$ cat src/hw/timer8_pkg.sv
// package: shared constants, modes and carriers of the 8-bit waveform timer
package timer8_pkg;
    localparam int COUNT_W = 8;                  // counter width
    localparam logic [7:0] BOTTOM = 8'h00;       // lowest count
    localparam logic [7:0] MAX = 8'hff;          // highest count
    localparam logic [7:0] COUNT_RESET = 8'h00;  // counter after reset
    localparam logic [7:0] COMPARE_RESET = 8'h00; // compare value after reset
    localparam logic COMP_OUT_RESET = 1'b0;      // compare output after reset
    localparam logic [1:0] MODE_NORMAL = 2'h0;   // free-running
    localparam logic [1:0] MODE_PHASE = 2'h1;    // dual-slope pwm
    localparam logic [1:0] MODE_CTC = 2'h2;      // clear on compare
    localparam logic [1:0] MODE_FAST = 2'h3;     // single-slope pwm
    localparam logic [1:0] ACT_NONE = 2'h0;      // disconnected, no change
    localparam logic [1:0] ACT_TOGGLE = 2'h1;    // toggle on match
    localparam logic [1:0] ACT_CLEAR = 2'h2;     // clear / non-inverting
    localparam logic [1:0] ACT_SET = 2'h3;       // set / inverting

    // software writes into the timer
    typedef struct packed {
        logic count_we;          // count write strobe
        logic [7:0] count_wdata; // count write data
        logic compare_we;        // compare write strobe
        logic [7:0] compare_wdata; // compare write data
        logic force_match;       // forced compare strobe, non-pwm modes
        logic ovf_clear;         // write-one-to-clear of overflow flag
        logic cmp_clear;         // write-one-to-clear of match flag
    } sw_write_t;
endpackage

$ cat src/hw/timer8_wavegen.sv
// module: compare output level generator for every mode and action except toggle in dual slope, which holds the level
`timescale 1ns/1ns
module timer8_wavegen
(
    input wire logic core_clk, // system clock
    input wire logic srst, // synchronous reset, active high
    input wire logic tick, // prescaled timer enable
    input wire logic [1:0] waveform_mode_select, // counting mode
    input wire logic [1:0] compare_output_action, // output action
    input wire logic match, // unblocked compare match this tick
    input wire logic force_match, // forced match strobe
    input wire logic at_bottom, // counter wraps to bottom this tick
    input wire logic counting_up, // direction in dual-slope mode
    input wire logic at_max_turn, // counter at max turnaround this tick
    input wire logic compare_is_max, // active compare equals max
    input wire logic missed_up, // up match missed, counter started above
    output logic compare_output // internal output level
);
    wire logic pwm_mode = waveform_mode_select == timer8_pkg::MODE_FAST
        || waveform_mode_select == timer8_pkg::MODE_PHASE; // pwm modes
    wire logic inv = compare_output_action == timer8_pkg::ACT_SET; // inverting
    wire logic hit = match || (force_match && !pwm_mode); // effective match
    // level after an up-count match in dual slope: low unless inverting
    wire logic up_level = inv;
    logic next_out; // next output level

    // output selection by mode and action
    always_comb
    begin
        next_out = compare_output;
        case (waveform_mode_select)
            timer8_pkg::MODE_NORMAL, timer8_pkg::MODE_CTC:
            begin
                if (hit)
                begin
                    case (compare_output_action)
                        timer8_pkg::ACT_TOGGLE: next_out = !compare_output;
                        timer8_pkg::ACT_CLEAR: next_out = 1'b0;
                        timer8_pkg::ACT_SET: next_out = 1'b1;
                        default: next_out = compare_output;
                    endcase
                end
            end
            timer8_pkg::MODE_FAST:
            begin
                case (compare_output_action)
                    timer8_pkg::ACT_TOGGLE:
                        if (match)
                            next_out = !compare_output;
                    timer8_pkg::ACT_CLEAR, timer8_pkg::ACT_SET:
                    begin
                        // match wins over bottom so compare at max holds the match level
                        if (match)
                            next_out = inv;
                        else if (at_bottom)
                            next_out = !inv;
                    end
                    default: next_out = compare_output;
                endcase
            end
            timer8_pkg::MODE_PHASE:
            begin
                if (compare_output_action[1])
                begin
                    if (at_max_turn && compare_is_max)
                        next_out = !up_level;
                    else if (at_max_turn && missed_up)
                        next_out = up_level;
                    else if (match)
                        next_out = counting_up ? up_level : !up_level;
                end
            end
            default: next_out = compare_output;
        endcase
    end

    // output register advances on timer ticks and on forced matches outside pwm modes
    always_ff @(posedge core_clk)
    begin
        if (srst)
            compare_output <= timer8_pkg::COMP_OUT_RESET;
        else if (tick || (force_match && !pwm_mode))
            compare_output <= next_out;
    end

    no_action_a: assert property (@(posedge core_clk) disable iff (srst)
        (compare_output_action == timer8_pkg::ACT_NONE && !force_match)
        |=> $stable(compare_output)) else $error("output moved with no action");
    fast_set_a: assert property (@(posedge core_clk) disable iff (srst)
        (tick && waveform_mode_select == timer8_pkg::MODE_FAST
        && compare_output_action == timer8_pkg::ACT_CLEAR && at_bottom && !match)
        |=> compare_output) else $error("fast pwm not set at bottom");
endmodule

$ cat src/hw/timer8_waveform_modes.sv
// module: 8-bit timer counter, flags and compare output pin logic
`timescale 1ns/1ns
module timer8_waveform_modes
#(
    parameter int WIDTH = timer8_pkg::COUNT_W // counter width
)
(
    input wire logic core_clk, // system clock, 10 MHz
    input wire logic srst, // synchronous reset, active high
    input wire logic timer_tick, // prescaled timer clock enable
    input wire logic [1:0] waveform_mode_select, // counting mode
    input wire logic [1:0] compare_output_action, // output action
    input wire timer8_pkg::sw_write_t sw_write, // software write strobes
    input wire logic output_pin_direction, // pin direction, 1 = output
    input wire logic port_data, // general port output level
    output logic [7:0] count_value, // current count
    output logic [7:0] compare_value, // active compare value
    output logic [7:0] compare_buffer, // software-visible compare buffer
    output logic overflow_flag, // sticky overflow flag
    output logic compare_match_flag, // sticky compare match flag
    output logic pin_out, // pin output level
    output logic pin_oe // pin output enable, high while driving
);
    logic counting_up; // dual-slope direction
    logic block_match; // match blocked after a count write
    logic match_seen_up; // an up-count match happened this slope
    logic compare_output; // internal output register
    logic [7:0] next_count; // next count
    logic next_up; // next direction

    // mode decode; the output action never enters these terms
    wire logic pwm_mode = waveform_mode_select == timer8_pkg::MODE_FAST
        || waveform_mode_select == timer8_pkg::MODE_PHASE;
    wire logic raw_match = count_value == compare_value;
    wire logic match = raw_match && !block_match;
    wire logic is_max = count_value == timer8_pkg::MAX;
    wire logic is_bottom = count_value == timer8_pkg::BOTTOM;
    wire logic phase = waveform_mode_select == timer8_pkg::MODE_PHASE;
    wire logic at_max_turn = phase && is_max && counting_up;
    wire logic fast_wrap = waveform_mode_select == timer8_pkg::MODE_FAST && is_max;
    // buffered compare loads at max for fast, at turnaround top for dual
    wire logic load_point = (waveform_mode_select == timer8_pkg::MODE_FAST && is_max)
        || at_max_turn;

    // next count by mode
    always_comb
    begin
        next_count = count_value;
        next_up = counting_up;
        case (waveform_mode_select)
            timer8_pkg::MODE_NORMAL:
                next_count = count_value + 8'h01;
            timer8_pkg::MODE_CTC:
                // wraps naturally past ff when compare was written low
                // a match blocked by a count write does not clear either
                next_count = match ? timer8_pkg::BOTTOM : count_value + 8'h01;
            timer8_pkg::MODE_FAST:
                next_count = is_max ? timer8_pkg::BOTTOM : count_value + 8'h01;
            timer8_pkg::MODE_PHASE:
            begin
                // max stands for one tick only; the next tick already counts down
                if (counting_up && is_max)
                begin
                    next_up = 1'b0;
                    next_count = count_value - 8'h01;
                end
                else if (!counting_up && is_bottom)
                begin
                    next_up = 1'b1;
                    next_count = count_value + 8'h01;
                end
                else if (counting_up)
                    next_count = count_value + 8'h01;
                else
                    next_count = count_value - 8'h01;
            end
            default: next_count = count_value;
        endcase
    end

    // counter register; software write has priority, ticks gate counting
    always_ff @(posedge core_clk)
    begin
        if (srst)
        begin
            count_value <= timer8_pkg::COUNT_RESET;
            counting_up <= 1'b1;
        end
        else if (sw_write.count_we)
            count_value <= sw_write.count_wdata;
        else if (timer_tick)
        begin
            count_value <= next_count;
            counting_up <= next_up;
        end
    end

    // blocking window: held from a count write until one tick has passed
    always_ff @(posedge core_clk)
    begin
        if (srst)
            block_match <= 1'b0;
        else if (sw_write.count_we)
            block_match <= 1'b1;
        else if (timer_tick)
            block_match <= 1'b0;
    end

    // compare buffer and active compare value
    always_ff @(posedge core_clk)
    begin
        if (srst)
        begin
            compare_buffer <= timer8_pkg::COMPARE_RESET;
            compare_value <= timer8_pkg::COMPARE_RESET;
        end
        else
        begin
            if (sw_write.compare_we)
                compare_buffer <= sw_write.compare_wdata;
            if (!pwm_mode && sw_write.compare_we)
                compare_value <= sw_write.compare_wdata;
            else if (pwm_mode && timer_tick && load_point)
                compare_value <= compare_buffer;
            else if (!pwm_mode)
                compare_value <= compare_buffer;
        end
    end

    // remembers whether the up slope saw its match, for the symmetry fix
    always_ff @(posedge core_clk)
    begin
        if (srst)
            match_seen_up <= 1'b0;
        else if (timer_tick && phase)
        begin
            if (is_bottom && !counting_up)
                match_seen_up <= 1'b0;
            else if (counting_up && match)
                match_seen_up <= 1'b1;
        end
    end

    // overflow event per mode; normal and ctc flag the wrap to zero
    wire logic ovf_event = timer_tick && (
        ((waveform_mode_select == timer8_pkg::MODE_NORMAL
        || waveform_mode_select == timer8_pkg::MODE_CTC)
        && is_max && next_count == timer8_pkg::BOTTOM)
        || (waveform_mode_select == timer8_pkg::MODE_FAST
        && next_count == timer8_pkg::MAX)
        || (phase && !counting_up && next_count == timer8_pkg::BOTTOM));
    wire logic cmp_event = timer_tick && match;

    // sticky flags; a set in the clear cycle wins
    always_ff @(posedge core_clk)
    begin
        if (srst)
        begin
            overflow_flag <= 1'b0;
            compare_match_flag <= 1'b0;
        end
        else
        begin
            if (ovf_event)
                overflow_flag <= 1'b1;
            else if (sw_write.ovf_clear)
                overflow_flag <= 1'b0;
            if (cmp_event)
                compare_match_flag <= 1'b1;
            else if (sw_write.cmp_clear)
                compare_match_flag <= 1'b0;
        end
    end

    // output level generator
    timer8_wavegen u_wavegen
    (
        .core_clk(core_clk),
        .srst(srst),
        .tick(timer_tick),
        .waveform_mode_select(waveform_mode_select),
        .compare_output_action(compare_output_action),
        .match(match),
        .force_match(sw_write.force_match),
        .at_bottom(fast_wrap),
        .counting_up(counting_up),
        .at_max_turn(at_max_turn),
        .compare_is_max(compare_value == timer8_pkg::MAX),
        .missed_up(!match_seen_up && !match && compare_value != timer8_pkg::MAX),
        .compare_output(compare_output)
    );

    // pin override: action nonzero selects the compare level, direction gates drive
    wire logic override = compare_output_action != timer8_pkg::ACT_NONE;
    assign pin_out = override ? compare_output : port_data;
    assign pin_oe = output_pin_direction;

    // checks
    wrap_normal_a: assert property (@(posedge core_clk) disable iff (srst)
        (timer_tick && !sw_write.count_we && waveform_mode_select == timer8_pkg::MODE_NORMAL
        && count_value == 8'hff) |=> count_value == 8'h00 && overflow_flag)
        else $error("normal wrap wrong");
    ctc_clear_a: assert property (@(posedge core_clk) disable iff (srst)
        (timer_tick && !sw_write.count_we && waveform_mode_select == timer8_pkg::MODE_CTC
        && match) |=> count_value == 8'h00) else $error("ctc no clear");
    fast_wrap_a: assert property (@(posedge core_clk) disable iff (srst)
        (timer_tick && !sw_write.count_we && fast_wrap) |=> count_value == 8'h00)
        else $error("fast wrap wrong");
    fast_ovf_a: assert property (@(posedge core_clk) disable iff (srst)
        (timer_tick && !sw_write.count_we && waveform_mode_select == timer8_pkg::MODE_FAST
        && count_value == 8'hfe) |=> overflow_flag) else $error("fast ovf late");
    phase_ovf_a: assert property (@(posedge core_clk) disable iff (srst)
        (timer_tick && !sw_write.count_we && phase && !counting_up
        && count_value == 8'h01) |=> overflow_flag) else $error("dual ovf late");
    phase_hold_a: assert property (@(posedge core_clk) disable iff (srst)
        (timer_tick && !sw_write.count_we && at_max_turn) |=> count_value == 8'hfe
        && !counting_up) else $error("max held too long");
    match_flag_a: assert property (@(posedge core_clk) disable iff (srst)
        cmp_event |=> compare_match_flag) else $error("match flag not set");
    write_block_a: assert property (@(posedge core_clk) disable iff (srst)
        sw_write.count_we |=> !match) else $error("match not blocked");
    no_tick_a: assert property (@(posedge core_clk) disable iff (srst)
        (!timer_tick && !sw_write.count_we) |=> $stable(count_value))
        else $error("count moved without tick");
    pin_gate_a: assert property (@(posedge core_clk) disable iff (srst)
        !output_pin_direction |-> !pin_oe) else $error("pin driven as input");
    cov_ctc: cover property (@(posedge core_clk) cmp_event
        && waveform_mode_select == timer8_pkg::MODE_CTC);
    cov_fast: cover property (@(posedge core_clk) fast_wrap && timer_tick);
    cov_phase: cover property (@(posedge core_clk) at_max_turn && timer_tick);
endmodule

$ cat config.mk
export PLATFORM = sky130hd
export DESIGN_NAME = timer8_waveform_modes
export DESIGN_NICKNAME = d
export VERILOG_FILES = /design/src/hw/timer8_pkg.sv /design/src/hw/timer8_wavegen.sv /design/src/hw/timer8_waveform_modes.sv
export SDC_FILE = /design/constraint.sdc
export NUM_CORES = 1
export LEC_CHECK = 0
export ABC_AREA = 1
export BUFFER_PORTS_ARGS = -buffer_cell sky130_fd_sc_hd__buf_4
export CAP_MARGIN = 20
export CORE_MARGIN = 2
export CORE_UTILIZATION = 42
export CTS_CLUSTER_SIZE = 30
export DETAILED_ROUTE_END_ITERATION = 8
export PLACE_DENSITY = 0.77
export SYNTH_ARGS = -nofsm -noshare
export SYNTH_HDL_FRONTEND = slang
export SYNTH_HIERARCHICAL = 1
export SYNTH_SLANG_ARGS = --single-unit
export TNS_END_PERCENT = 100
$ cat constraint.sdc
create_clock -name core_clk -period 2.16 [get_ports core_clk]
set_input_delay 0.324 -clock core_clk [delete_from_list [all_inputs] [get_ports core_clk]]
set_output_delay 0.324 -clock core_clk [all_outputs]
set_load 0.01 [all_outputs]
## Yosys cells after proc, flatten, opt, wreduce, memory -nomap -nowiden

Index checks and enable logic that the tools add are counted.

- Register bits after elaboration: 30
- Input port bits: 30
- Output and inout port bits: 28
- Word-level logic and storage cells: 116

- $add $sub $neg: 2
- Equal/unequal tests: 19
- Multiplexer cells: 34
- Bitwise gates (word level): 1
- Reductions and logical operators: 51

Operators by type and width:

| kind | count |
|---|---|
| $mux W8 | 10 |
| $pmux W8 S4 | 1 |
| $eq A8 B8 Y1 const B | 3 |
| $logic_and A1 B1 Y1 | 23 |
| $mux W1 | 20 |
| $logic_not A8 Y1 | 2 |
| $reduce_bool A2 Y1 | 6 |
| $add A8 B1 Y8 const B | 1 |
| $eq A2 B2 Y1 const B | 4 |
| $eq A8 B8 Y1 | 1 |
| $ne A8 B8 Y1 const B | 1 |
| $reduce_and A8 Y1 | 1 |
| $sub A8 B1 Y8 const B | 1 |
| $logic_not A1 Y1 | 7 |
| $logic_or A1 B1 Y1 | 7 |
| $ne A3 B1 Y1 const B | 2 |
| $pmux W1 S3 | 2 |
| $eq A2 B1 Y1 const B | 2 |
| $ne A4 B1 Y1 const B | 1 |
| $ne A4 B2 Y1 const B | 1 |
| $ne A4 B4 Y1 const B | 1 |
| $reduce_and A4 Y1 | 1 |
| $reduce_or A2 Y1 | 2 |
| $ne A3 B3 Y1 const B | 1 |
| 6 further kinds | 6 |

## Logic depth before layout (Yosys ltp)

- Depth after elaboration: 11
- Gate-level depth with buffers: 18

## Modules after synthesis

The synthesis kept the hierarchy.

By module, submodules not included:

| module | times used | cells each | area each (um2) | sequential area each (um2) |
|---|---|---|---|---|
| timer8_waveform_modes | 1 | 328 | 2,088.3 | 580.6 |
| timer8_wavegen | 1 | 78 | 375.4 | 20.0 |

## Least setup slack after synthesis

No wires, ideal clock.

- Path kind: register -> register
- Start: reg count_value[0]
- End: reg compare_value[2]
- Library setup time: 0.091 ns
- Data arrival time: 1.813 ns
- Required time: 2.069 ns
- Path slack: 0.256 ns
- Cell stages (with the launch flop): 11
- Path through: dfxtp_1 -> ha_1 -> nand2_1 -> nor2_4 -> nand3_2 -> nor2_1 -> o21ai_1 -> nand2_1 -> buf_2 -> nor2_1 -> a311oi_1

- Word-level cells in the longest chain between the ends: 7
- Elaborated cells between the ends (all ways): 9
- Those cells by class: 2 x eq/ne; 2 x mux; 5 x reduce/logical

RTL lines:

| item | line | source |
|---|---|---|
| start, declared | timer8_waveform_modes.sv:16 | `output logic [7:0] count_value,` |
| start signal, assigned | timer8_waveform_modes.sv:86 | `count_value <= timer8_pkg::COUNT_RESET;` |
| start signal, assigned | timer8_waveform_modes.sv:90 | `count_value <= sw_write.count_wdata;` |
| start signal, assigned | timer8_waveform_modes.sv:93 | `count_value <= next_count;` |
| $eq A8 B8 Y1 (*) | timer8_waveform_modes.sv:36 | `wire logic is_max = count_value == timer8_pkg::MAX;` |
| $logic_and A1 B1 Y1 (*) (2 in a row) | timer8_waveform_modes.sv:39 | `wire logic at_max_turn = phase && is_max && counting_up;` |
| net at_max_turn | timer8_waveform_modes.sv:39 |  |
| $logic_or A1 B1 Y1 (*) | timer8_waveform_modes.sv:43 | `\|\| at_max_turn;` |
| $logic_and A1 B1 Y1 (*) | timer8_waveform_modes.sv:123 | `else if (pwm_mode && timer_tick && load_point)` |
| $mux W8 | timer8_waveform_modes.sv:123 |  |
| $mux W8 | timer8_waveform_modes.sv:121 | `if (!pwm_mode && sw_write.compare_we)` |
| end signal, assigned | timer8_waveform_modes.sv:122 | `compare_value <= sw_write.compare_wdata;` |
| end signal, assigned | timer8_waveform_modes.sv:124 | `compare_value <= compare_buffer;` |
| end signal, assigned | timer8_waveform_modes.sv:126 | `compare_value <= compare_buffer;` |
| end, declared | timer8_waveform_modes.sv:17 | `output logic [7:0] compare_value,` |

Mark *: on every way through the listed nets, which the timed path passes. The rest lies on a longest branch.
A chain may end at the register's enable or synchronous reset.

## Final worst setup path

- Start: reg count_value[0]
- End: reg overflow_flag

- Word-level cells in the longest chain between the ends: 11
- Elaborated cells between the ends (all ways): 25
- Those cells by class: 2 x add/sub; 3 x eq/ne; 7 x mux; 13 x reduce/logical

RTL lines:

| item | line | source |
|---|---|---|
| $sub A8 B1 Y8 (tied with other cells) | timer8_waveform_modes.sv:65, timer8_waveform_modes.sv:75 |  |
| $mux W8 / $logic_and A1 B1 Y1 (equally long branches) | timer8_waveform_modes.sv:72, timer8_waveform_modes.sv:67 |  |
| $mux W8 | timer8_waveform_modes.sv:67 | `else if (!counting_up && is_bottom)` |
| $mux W8 | timer8_waveform_modes.sv:62 | `if (counting_up && is_max)` |
| $pmux W8 S4 | timer8_waveform_modes.sv:50 | `case (waveform_mode_select)` |
| $eq A8 B8 Y1 / $logic_not A8 Y1 (equally long branches) | timer8_waveform_modes.sv:150, timer8_waveform_modes.sv:148, timer8_waveform_modes.sv:151 |  |
| $logic_and A1 B1 Y1 (on tied branches) | timer8_waveform_modes.sv:150, timer8_waveform_modes.sv:148 |  |
| $logic_or A1 B1 Y1 | timer8_waveform_modes.sv:149 | `\|\| (waveform_mode_select == timer8_pkg::MODE_FAST` |
| $logic_or A1 B1 Y1 (*) | timer8_waveform_modes.sv:151 | `\|\| (phase && !counting_up && next_count == timer8_pkg::BOTTOM));` |
| $logic_and A1 B1 Y1 (*) | timer8_waveform_modes.sv:145 | `wire logic ovf_event = timer_tick && (` |
| $mux W1 / $reduce_bool A2 Y1 (equally long branches) | n/a |  |
| end signal, assigned | timer8_waveform_modes.sv:159 | `overflow_flag <= 1'b0;` |
| end signal, assigned | timer8_waveform_modes.sv:165 | `overflow_flag <= 1'b1;` |
| end signal, assigned | timer8_waveform_modes.sv:167 | `overflow_flag <= 1'b0;` |
| end, declared | timer8_waveform_modes.sv:19 | `output logic overflow_flag,` |

Every way passes the cells marked *; elsewhere a longest branch is shown, timed or not.

==> flow_metrics.tcl <==
set metrics [dict create \
    cts_buffer_depth 2 \
    irDropWorstVdd_uv 329 \
    syn_avg_cell_area_um2 6.07 \
    critPathTopFamily "simple AND/OR/NAND/NOR gates" \
    layout_setup_ws_ns 0.171 \
    portBuffers 55 \
    path_class "reg -> reg" \
    fin_skew_ns 0.00637 \
    cts.sinks 30 \
    synth_warnings 6 \
    drtIter0Drc 278 \
    worstPathRequired_ns 2.39 \
    rows 27 \
    grt_usage_pct 22.0 \
    slew_violations 0 \
    worstPathCellList "inv_4 > ha_1 > nand3_2 > o21bai_4 > nand3_1 > nand3_4 > nand2_1 > nand2_1 > nand2_1 > nor2_1 > nand2_1 > nand2_1 > nand2_1 > a21oi_2" \
    r2r_start "count_value[0]" \
    critPathLaunchType "flop" \
    rr_endpoint "overflow_flag" \
    drt-total-wl_mm 6.97 \
    startpoint "count_value[0]" \
    numCtsBuffers 5 \
    tightest_slew_ns 0.609 \
    mostFrequentLayoutCell "nand2_1" \
    slew_headroom_pct 59.3 \
    finalPower_mw 1.60 \
    place_congestion 0.929 \
    power_density_nw_per_um2 499 \
    syn-num-nets 443 \
    final_cell_mix "118 x nand2_1, 70 x buf_4, 51 x inv_1" \
    h-tree-depth 2 \
    vias 2749 \
    pre_cts_slack_ns 0.0481 \
    path_max_fanout 8 \
    netSwitchingPower_uw 550 \
    die_w_um 80.6 \
    cp_slowest_cell "dfxtp_4" \
    p_leak_nw 1.57 \
    grt_pass1_vias 2415 \
    routedWlPerCell_um 12.8 \
    post-route-min-period_ns 1.99 \
    grt_pass1_wl_mm 11.2 \
    core-area_um2 5570 \
    hold_violations 0 \
    outcome "finished, final reports clean" \
    cp_data_arrival_time_ns 2.22 \
    synth-seq-cells 30 \
    critPathCapture "overflow_flag" \
    syn_area_um2 2460 \
    first_pass_iters 4 \
    die_area_um2 6490 \
    period_share_pct 92.1 \
    cellInternalPower_mw 1.05 \
    via_per_inst 5.04 \
    fmax_mhz 503 \
    min_from "sw_write[0]" \
    setup_viol 0 \
    postSynthCellCount 406 \
    max_cap_viol_count 0 \
    ys_seq_area_share_pct 24.4 \
    dp.final_hpwl_mm 5.21 \
    antenna_left 0 \
    reg2reg_slack_ns 0.17 \
    die_h_um 80.6 \
    cp.depth 14 \
    clkTransAtPathRegs_ns 0.07 \
    nNetsFinal 509 \
    grt_overflow 0 \
    start_util_pct 44.2 \
    synth.distinct_cells 36 \
    diodes 0 \
    drive_above_1_share_pct 27.7 \
    r2r_cells 14 \
    grt_max_degree 31 \
    antenna_found_initial 0 \
    critical_path_buf_inv_count 1 \
    hold_buffers 0 \
    cpMostUsedCell "nand2_1" \
    tritoncts "done" \
    timing.hold.worst.class "in -> reg" \
    critPathMaxStageDelay_ns 0.37 \
    area_growth_pct 29.8 \
    route.detailed.drc 0 \
    final_core_util_pct 57.4 \
    crit_path_end_kind "flop" \
    insertion_delay_ns 0.29 \
    ios 58 \
    clockPowerShare_pct 31.1 \
    hold_depth 4 \
    power_frac_comb_pct 29.3 \
    power_frac_seq_pct 39.6 \
    p_sw_share_pct 34.5 \
    root_buffer "clkbuf_8" \
]
## synthesized netlist by cell type, drive strengths merged
master	number	area share, %
nand2	129	21
mux2	1	0.46
xor2	7	2.5
clkinv	1	0.15
a311oi	6	2.1
ha	7	3.6
xnor2	2	0.71
nor3	3	0.61
a211oi	6	1.8
or2	2	0.51
nand4	12	3.0
buf	7	1.9
nor2	48	8.7
inv	62	9.4
a31oi	8	2.0
o21ai	10	2.0
o22ai	1	0.25
o21bai	1	0.76
nand3	41	9.4
a21oi	17	4.1
clkbuf	4	0.61
o211ai	1	0.30
dfxtp	30	24
## cells by family after synthesis
logic type | count (synthesis) | synth area share (%)
simple gates | 235 | 42.9
buf+inv | 74 | 12.1
compound gates | 50 | 13.4
flops | 30 | 24.4
xor+xnor | 9 | 3.20
fa+ha+maj | 7 | 3.55
mux | 1 | 0.457
## power by group through the flow
stage / Clock [mW] / Sequential, mW / Combinational (mW)
finish: 0.496 / 0.632 / 0.468
CTS: 0.501 / 0.627 / 0.450
floorplan: 0 / 0.642 / 0.274
detailed placement: 0 / 0.639 / 0.447
global placement: 0 / 0.639 / 0.445
global route: 0.531 / 0.637 / 0.523
## registers in the layout (all words and copies together), names as in the netlist
name / count
count_value: 8
block_match: 1
overflow_flag: 1
compare_match_flag: 1
match_seen_up: 1
compare_value: 8
compare_buffer: 8
counting_up: 1
u_wavegen/compare_output: 1
## tightest hold or removal path: stages
cell	delay, ns
buf_4	0.08
inv_1	0.03
nand2_1	0.04
a21oi_1	0.05
## metal layers
layer	up-vias	share of wire (%)	track usage, %
met2	86	47	35.9
met4	0	1.9	7.12
li1	1440	-	-
met5	-	0	0
met1	1209	44	28.4
met3	14	7.0	5.39
## worst min path at each step
stage | end | slack [ns]
after floorplan | match_seen_up | 0.45
after global placement | compare_match_flag | 0.45
after detailed placement | compare_match_flag | 0.46
after CTS | compare_match_flag | 0.29
after global routing | compare_buffer[3] | 0.30
final | compare_match_flag | 0.28
## layout make-up
| type | count | area, µm² |
|---|---|---|
| Fill cell | 523 | 2380 |
| Multi-Input combinational cell | 302 | 1630 |
| Sequential cell | 30 | 618 |
| Timing Repair Buffer | 70 | 526 |
| Inverter | 63 | 241 |
| Tap cell | 72 | 90.1 |
| Clock buffer | 6 | 82.6 |
| Clock inverter | 2 | 12.5 |
## repair_timing
action,in CTS,in global routing
resized for setup,0,30
buffers inserted,0,4
setup endpoints to repair,0,10
## stage by stage
stage,setup TNS (ns),area [µm²],hold slack (ns),std cells
6_report,0,3200,0.279,545
4_1_cts,0,3080,0.285,541
2_1_floorplan,0,2460,0.455,406
3_3_place_gp,0,2990,0.455,533
3_5_place_dp,0,2990,0.458,533
5_1_grt,-0.0470,3200,0.296,545
Power figures use the tool's default switching activity.
